### src/hw/flow_exec_defines.svh
// Purpose: Constants for the call/return/reset execution block
// Assumes: 21-bit byte program counter, 31-entry return stack
// Notes:   Included by the package and the design files
`ifndef FLOW_EXEC_DEFINES_SVH
`define FLOW_EXEC_DEFINES_SVH

`define PC_W            21
`define STK_DEPTH       31
`define STK_PTR_W       5
// Opcode patterns
`define REL_CALL_PFX    5'h1b
`define SWRESET_OP      16'h00ff
`define IRET_PFX        15'h0008
`define LRET_PFX        8'h0c
// Program counter step for one instruction word
`define PC_STEP         21'h000002
// Reset values
`define PC_RST          21'h000000
`define W_RST           8'h00
`define STATUS_RST      8'h00
`define BSR_RST         4'h0
`define PTR_RST         5'h00

`endif

### src/hw/flow_exec_pkg.sv
// Purpose: Types for the call/return/reset execution block
// Assumes: flow_exec_defines.svh holds the numbers
// Notes:   Quadrature phase and decoded operation types
`include "flow_exec_defines.svh"
`default_nettype none

package flow_exec_pkg;
    typedef enum logic [1:0] {Q1, Q2, Q3, Q4} qphase_t;
    typedef enum logic [2:0] {OP_NONE, OP_REL_CALL, OP_SWRST, OP_IRET, OP_LRET} op_kind_t;
    typedef logic [`PC_W-1:0] pc_t;
endpackage : flow_exec_pkg

`default_nettype wire

### src/hw/call_return_reset_exec.sv
// Purpose: Executes relative call, software reset, interrupt and literal return
// Assumes: Instruction word valid from Q1 of its cycle; Q phases follow clock
// Notes:   Second cycle of two-cycle instructions is a forced no-operation
`include "flow_exec_defines.svh"
`default_nettype none

module call_return_reset_exec (
    // Clock and reset
    input  wire logic               mclk_in,
    input  wire logic               rst_in,
    // Program memory
    input  wire logic [15:0]        instr_in,
    // Interrupt priority mode: 1 selects high/low priority enables
    input  wire logic               prio_mode_in,
    input  wire logic               int_high_active_in,
    // Shadow registers captured by the interrupt logic
    input  wire logic [7:0]         working_shadow_in,
    input  wire logic [7:0]         status_shadow_in,
    input  wire logic [3:0]         bank_select_shadow_in,
    // Core state
    output flow_exec_pkg::pc_t      pc_out,
    output flow_exec_pkg::qphase_t  qphase_out,
    output logic [7:0]              working_out,
    output logic [7:0]              status_out,
    output logic [3:0]              bank_select_reg_out,
    output logic [7:0]              pc_high_latch_out,
    output logic [7:0]              pc_upper_latch_out,
    output logic                    high_prio_global_int_enable_out,
    output logic                    low_prio_global_int_enable_out,
    output flow_exec_pkg::pc_t      return_stack_top_out,
    output logic [`STK_PTR_W-1:0]   stack_depth_out,
    output logic                    sw_reset_out
);
    import flow_exec_pkg::*;

    qphase_t   q_r;
    op_kind_t  op_r;
    logic      flush_r;
    logic      shadow_r;
    logic [7:0] lit_r;
    pc_t       pc_r;
    pc_t       tgt_r;
    logic [7:0] w_r;
    logic [7:0] st_r;
    logic [3:0] bank_r;
    logic      hi_en_r;
    logic      lo_en_r;
    logic      swrst_r;
    logic      push;
    logic      pop;
    pc_t       stack_top;
    op_kind_t  dec;

    // ------------------------------------------------------------
    // Opcode decode
    // ------------------------------------------------------------
    function automatic op_kind_t decode_op(input logic [15:0] iw);
        if (iw[15:11] == `REL_CALL_PFX)      return OP_REL_CALL;
        else if (iw == `SWRESET_OP)          return OP_SWRST;
        else if (iw[15:1] == `IRET_PFX)      return OP_IRET;
        else if (iw[15:8] == `LRET_PFX)      return OP_LRET;
        else                                 return OP_NONE;
    endfunction : decode_op

    assign dec = flush_r ? OP_NONE : decode_op(instr_in);

    // ------------------------------------------------------------
    // Q phase sequencer
    // ------------------------------------------------------------
    always_ff @(posedge mclk_in) begin
        if (rst_in || swrst_r) begin
            q_r <= Q1;
        end else begin
            unique case (q_r)
                Q1: q_r <= Q2;
                Q2: q_r <= Q3;
                Q3: q_r <= Q4;
                Q4: q_r <= Q1;
            endcase
        end
    end

    // Latch decoded operation and operands in Q1
    always_ff @(posedge mclk_in) begin
        if (rst_in || swrst_r) begin
            op_r     <= OP_NONE;
            shadow_r <= 1'b0;
            lit_r    <= 8'h00;
        end else if (q_r == Q1) begin
            op_r     <= dec;
            shadow_r <= instr_in[0];
            lit_r    <= instr_in[7:0];
        end
    end

    // Second cycle of a two-cycle instruction does nothing
    always_ff @(posedge mclk_in) begin
        if (rst_in || swrst_r) begin
            flush_r <= 1'b0;
        end else if (q_r == Q4) begin
            flush_r <= (op_r == OP_REL_CALL) || (op_r == OP_IRET) || (op_r == OP_LRET);
        end
    end

    // ------------------------------------------------------------
    // Return stack
    // ------------------------------------------------------------
    // push before PC change
    assign push = (q_r == Q2) && (op_r == OP_REL_CALL);
    assign pop  = (q_r == Q4) && ((op_r == OP_IRET) || (op_r == OP_LRET));

    flow_return_stack u_stack (
        .mclk_in      (mclk_in),
        .rst_in       (rst_in || swrst_r),
        .push_in      (push),
        .pop_in       (pop),
        .push_data_in (pc_r),
        .top_out      (stack_top),
        .depth_out    (stack_depth_out)
    );

    // ------------------------------------------------------------
    // Program counter
    // ------------------------------------------------------------
    // target uses word offset
    always_ff @(posedge mclk_in) begin
        if (rst_in || swrst_r) begin
            tgt_r <= `PC_RST;
        end else if (q_r == Q2) begin
            tgt_r <= pc_r + {{9{instr_in[10]}}, instr_in[10:0], 1'b0};
        end
    end

    // pc_r already holds the incremented address during execution
    always_ff @(posedge mclk_in) begin
        if (rst_in || swrst_r) begin
            pc_r <= `PC_RST;
        end else if (q_r == Q4) begin
            unique case (op_r)
                OP_REL_CALL: pc_r <= tgt_r;
                OP_IRET, OP_LRET: pc_r <= stack_top;
                default: pc_r <= flush_r ? pc_r : pc_r + `PC_STEP;
            endcase
        end
    end

    // ------------------------------------------------------------
    // Working, status and bank registers
    // ------------------------------------------------------------
    always_ff @(posedge mclk_in) begin
        if (rst_in || swrst_r) begin
            w_r   <= `W_RST;
            st_r  <= `STATUS_RST;
            bank_r <= `BSR_RST;
        end else if (q_r == Q4) begin
            if (op_r == OP_IRET && shadow_r) begin
                w_r   <= working_shadow_in;
                st_r  <= status_shadow_in;
                bank_r <= bank_select_shadow_in;
            end else if (op_r == OP_LRET) begin
                w_r <= lit_r;
            end
        end
    end

    // ------------------------------------------------------------
    // Global interrupt enables
    // ------------------------------------------------------------
    // set one enable
    always_ff @(posedge mclk_in) begin
        if (rst_in || swrst_r) begin
            hi_en_r <= 1'b0;
            lo_en_r <= 1'b0;
        end else if (q_r == Q4 && op_r == OP_IRET) begin
            if (!prio_mode_in || int_high_active_in) begin
                hi_en_r <= 1'b1;
            end else begin
                lo_en_r <= 1'b1;
            end
        end
    end

    // ------------------------------------------------------------
    // Software reset
    // ------------------------------------------------------------
    // reset starts in Q2
    always_ff @(posedge mclk_in) begin
        if (rst_in || swrst_r) begin
            swrst_r <= 1'b0;
        end else begin
            swrst_r <= (q_r == Q2) && (op_r == OP_SWRST);
        end
    end

    assign pc_high_latch_out  = 8'h00;
    assign pc_upper_latch_out = 8'h00;

    assign pc_out                          = pc_r;
    assign qphase_out                      = q_r;
    assign working_out                     = w_r;
    assign status_out                      = st_r;
    assign bank_select_reg_out             = bank_r;
    assign high_prio_global_int_enable_out = hi_en_r;
    assign low_prio_global_int_enable_out  = lo_en_r;
    assign return_stack_top_out            = stack_top;
    assign sw_reset_out                    = swrst_r;
endmodule : call_return_reset_exec

`default_nettype wire

### src/hw/flow_return_stack.sv
// Purpose: Return address stack with push and pop
// Assumes: Push and pop never in the same cycle
// Notes:   Top entry is presented combinationally
`include "flow_exec_defines.svh"
`default_nettype none

module flow_return_stack (
    // Clock and reset
    input  wire logic               mclk_in,
    input  wire logic               rst_in,
    // Stack operations
    input  wire logic               push_in,
    input  wire logic               pop_in,
    input  wire flow_exec_pkg::pc_t push_data_in,
    output flow_exec_pkg::pc_t      top_out,
    output logic [`STK_PTR_W-1:0]   depth_out
);
    import flow_exec_pkg::*;

    pc_t                   mem_r [`STK_DEPTH+1];
    logic [`STK_PTR_W-1:0] ptr_r;

    // ------------------------------------------------------------
    // Pointer and storage
    // ------------------------------------------------------------
    always_ff @(posedge mclk_in) begin
        if (rst_in) begin
            ptr_r <= `PTR_RST;
        end else if (push_in && ptr_r != `STK_PTR_W'(`STK_DEPTH)) begin
            ptr_r <= ptr_r + 5'h01;
        end else if (pop_in && ptr_r != `PTR_RST) begin
            ptr_r <= ptr_r - 5'h01;
        end
    end

    always_ff @(posedge mclk_in) begin
        if (push_in && ptr_r != `STK_PTR_W'(`STK_DEPTH)) begin
            mem_r[ptr_r + 5'h01] <= push_data_in;
        end
    end

    assign top_out   = (ptr_r == `PTR_RST) ? `PC_RST : mem_r[ptr_r];
    assign depth_out = ptr_r;
endmodule : flow_return_stack

`default_nettype wire

### config.mk
export PLATFORM = sky130hd
export DESIGN_NAME = call_return_reset_exec
export DESIGN_NICKNAME = d
export VERILOG_FILES = /design/src/hw/flow_exec_pkg.sv /design/src/hw/call_return_reset_exec.sv /design/src/hw/flow_return_stack.sv
export VERILOG_INCLUDE_DIRS = /design/src /design/src/hw
export SDC_FILE = /design/constraint.sdc
export NUM_CORES = 1
export LEC_CHECK = 0
export BUFFER_PORTS_ARGS = -buffer_cell sky130_fd_sc_hd__buf_2
export CELL_PAD_IN_SITES_DETAIL_PLACEMENT = 1
export CELL_PAD_IN_SITES_GLOBAL_PLACEMENT = 2
export CORE_UTILIZATION = 43
export CTS_CLUSTER_SIZE = 30
export DETAILED_ROUTE_END_ITERATION = 6
export PLACE_DENSITY_LB_ADDON = 0.2
export RECOVER_POWER = 50
export SLEW_MARGIN = 20
export SYNTH_ARGS = -nofsm -noshare
export SYNTH_HDL_FRONTEND = slang
export SYNTH_SLANG_ARGS = --single-unit
### constraint.sdc
create_clock -name mclk_in -period 3.2 [get_ports mclk_in]
set_clock_uncertainty 0.15 [all_clocks]
set_input_delay 0.32 -clock mclk_in [delete_from_list [all_inputs] [get_ports mclk_in]]
set_output_delay 0.32 -clock mclk_in [all_outputs]
set_load 0.01 [all_outputs]
==> flow_metrics.py <==
metrics = {
    "synth": {
        "yosys.area_share.simple": 0.04712,
        "synthMuxAreaShare": 0.1625,
        "synth_area_um2": 30960,
        "synth_edf_count": 672,
        "yosys_warnings": 0,
        "ys.flop_type": "edfxtp_1",
        "ys_ff_latch": 761,
        "synth_area_leaders": "edfxtp_1, mux4_2, dfxtp_1",
        "netlist_instances": 1706,
        "synthXorXnorAreaFrac": 0.007638,
        "synth_top_area_frac": 0.6518,
        "synth_cell_types": 58,
        "ys_seq_area_frac": 0.7093,
        "yosys.area.top_type": "edfxtp_1",
        "synth_compound_area_frac": 0.04078,
        "syn_area_per_cell_um2": 18.15,
        "synth_top_family_by_area": "multiplexers",
        "synth_adder_area_share": 0.01358,
        "async_reset_ff_frac": 0,
    },
    "global_routing": {
        "grt_max_degree": 41,
        "antenna_found_initial": 0,
        "use_met1": 0.3362,
        "top_usage_layer": "met2",
        "grt_pass1_wl_um": 131400,
        "use_met3": 0.04694,
        "grt_overflow": 0,
        "grt_usage": 0.2508,
        "grt_pass1_vias": 18830,
        "gr-usage-met2": 0.4149,
    },
    "clocking": {
        "clkLatencyLatePin_ps": 640,
        "clockRootBuffer": "clkbuf_16",
        "tritoncts": "done",
        "numCtsBuffers": 83,
        "htreeDepth": 3,
        "clock_path_buffers": 3,
        "clk_pin_slew_worst_paths_ps": 60,
        "cts.sinks": 761,
    },
    "detailed_routing": {
        "drt_wl_total_um": 91200,
        "viasPerCell": 5.822,
        "vias": 17860,
        "ant_nets": 0,
        "drc_errors": 0,
        "initialDrtViolationCount": 1577,
        "drt_first_pass_iters": 5,
        "routedWlPerCell_um": 29.74,
    },
    "worst_hold_path": {
        "hold_start": "instr_in[12]",
        "min_path_type": "primary input to flip-flop",
    },
    "worst_setup_path": {
        "cpPeakStageDelay_ps": 540,
        "cp_data_arrival_time_ps": 3090,
        "path_buf_inv": 4,
        "crit_required_ps": 2730,
        "criticalPathCategory": "flip-flop to primary output",
        "path_cells": "buf_12, buf_16, mux4_2, mux4_2, mux2i_2, buf_4, nor2_4, buf_6",
        "critPathTopFamily": "multiplexers",
        "crit_top_cell": "mux4_2",
        "crit_fanout": 8,
        "end_kind": "primary output",
        "reg2reg_from": "pc_out[12]$_SDFFE_PP0P_",
        "crit_path_top_delay_cell": "mux4_2",
        "crit_path_start_kind": "flip-flop",
    },
    "die": {
        "initial_utilization": 0.4338,
        "fp.dieH_um": 270.3,
        "die_w_um": 270.3,
        "core.rowCount": 98,
        "coreArea_um2": 71360,
        "ios": 128,
        "dieArea_um2": 73080,
    },
    "finish": {
        "instances_no_fill": 3067,
        "fin_nets": 2126,
        "layout_commonest_cell": "edfxtp_1",
        "drive_above_1_share": 0.3122,
        "area_growth_pct": 22.30,
        "most-common-layout-cells": "edfxtp_1, mux4_2, buf_4",
        "nFillCells": 6602,
        "antenna_cells": 0,
    },
    "timing": {
        "finalSetupTns_ps": -6092,
        "tightest_slew_ps": 1924,
        "fmax_mhz": 280.6,
        "relSlewSlack": -0.2824,
        "period_minus_slack_ps": 3563,
        "rsz0062_at_grt": "yes",
        "holdWs_ps": 28.46,
        "final_hold_viol_count": 0,
        "setup_viol": 26,
        "layout_worst_path_cycle_share": 1.114,
        "slew_viol_final": 301,
        "worst_slack_ps": -363.2,
    },
    "placed_design": {
        "gp_congestion": 0.7847,
        "hpwl_um": 54410,
        "dp_cells": 2827,
        "portBuffers": 111,
        "pre_cts_slack_ps": 132.1,
    },
    "run_status": {
        "status": "finished, violations left",
        "violations": "max-capacitance violations, max-slew violations, negative setup slack",
    },
    "power": {
        "p_per_area_nw_per_um2": 564.6,
        "peakVddDrop_v": 0.0004699,
        "leakagePower_uw": 0.01287,
    },
    "run": {
        "cap_violations": 8,
    },
}
## report_power, final
part | internal, uW | switching, uW
Sequential | 11000 | 96.6
Clock | 5230 | 3950
Combinational | 388 | 746
## synthesized netlist by cell type (5+ instances only)
cell type,count
clkbuf_1,44
nor3b_1,6
mux2i_1,55
xor2_1,9
o22ai_1,12
o21ai_0,38
nor2_1,111
ha_1,32
and3_1,6
dfxtp_1,89
inv_1,11
a22oi_1,6
xnor2_1,18
a221o_1,5
nand2b_1,13
nand3_1,39
nor3_1,13
a21o_1,10
mux4_2,186
a211oi_1,21
buf_1,11
a221oi_1,16
a31oi_1,6
edfxtp_1,672
a21oi_1,50
nand2_1,70
buf_4,23
mux2_2,26
buf_6,7
nor2b_1,19
nand4_1,11
buf_2,15
nor4_1,5
a222oi_1,6
## what timing repair did
action	in CTS	in global routing
hold endpoints to repair	41	0
gates cloned	13	5
hold buffers	36	0
buffers inserted	26	16
pin swaps	4	10
resized for setup	79	36
endpoints found under the setup margin	21	21
## sequential cells by signal, indices dropped and copies added (netlist names), named ones only
| name | cells |
|---|---|
| high_prio_global_int_enable_out | 1 |
| u_stack.depth_out | 5 |
| sw_reset_out | 1 |
| low_prio_global_int_enable_out | 1 |
| u_stack.mem_r | 672 |
| pc_out | 21 |
| status_out | 8 |
| qphase_out | 2 |
| working_out | 8 |
| op_r | 3 |
| bank_select_reg_out | 4 |
| lit_r | 8 |
| tgt_r | 21 |
| flush_r | 1 |
## final timing paths
path	slack [ps]	to	cells after the start
max	-360	return_stack_top_out[17]	8
min	30	op_r[1]$_SDFFE_PP0N_	5
max reg2reg	-120	pc_out[16]$_SDFFE_PP0P_	6
min reg2reg	300	status_out[4]$_SDFFE_PP0P_	2
## tightest hold or removal path, cell delays in order
cell and delay [ps]:
buf_2 80, nor4_1 60, nand4_1 110, or3_1 110, a21oi_1 60
## area by class of cell
type                            instances  area [um^2]  share of cell area
Timing Repair Buffer                  347         3142             0.08298
Clock buffer                          108         2222             0.05869
Tap cell                              950         1189             0.03139
Sequential cell                       761        21970              0.5802
Multi-Input combinational cell        846         8940              0.2361
Inverter                               14        57.56            0.001520
Clock inverter                         41        345.3            0.009120
## stage by stage
| step | utilization | instance area, um^2 | total power (uW) |
|---|---|---|---|
| 2_1_floorplan | - | 31020 | 11910 |
| 6_report | 0.5306 | 37860 | 21380 |
| 3_5_place_dp | 0.4724 | 33710 | 12350 |
| 5_1_grt | 0.5306 | 37860 | 21980 |
| 3_3_place_gp | 0.4724 | 33710 | 12310 |
| 4_1_cts | 0.5271 | 37620 | 21540 |
## cells by family after synthesis
kind of cell / Yosys count
compound gates: 192
xor+xnor: 27
fa+ha+maj: 33
buf+inv: 114
flops: 761
mux: 267
other cells: 1
simple gates: 311
## layer usage
metal | part of all wire | wire length [um]
met1 | 0.41 | 37810
met2 | 0.49 | 44990
met3 | 0.060 | 5482
met4 | 0.032 | 2914
met5 | 0 | 0
Power figures use the tool's default switching activity.
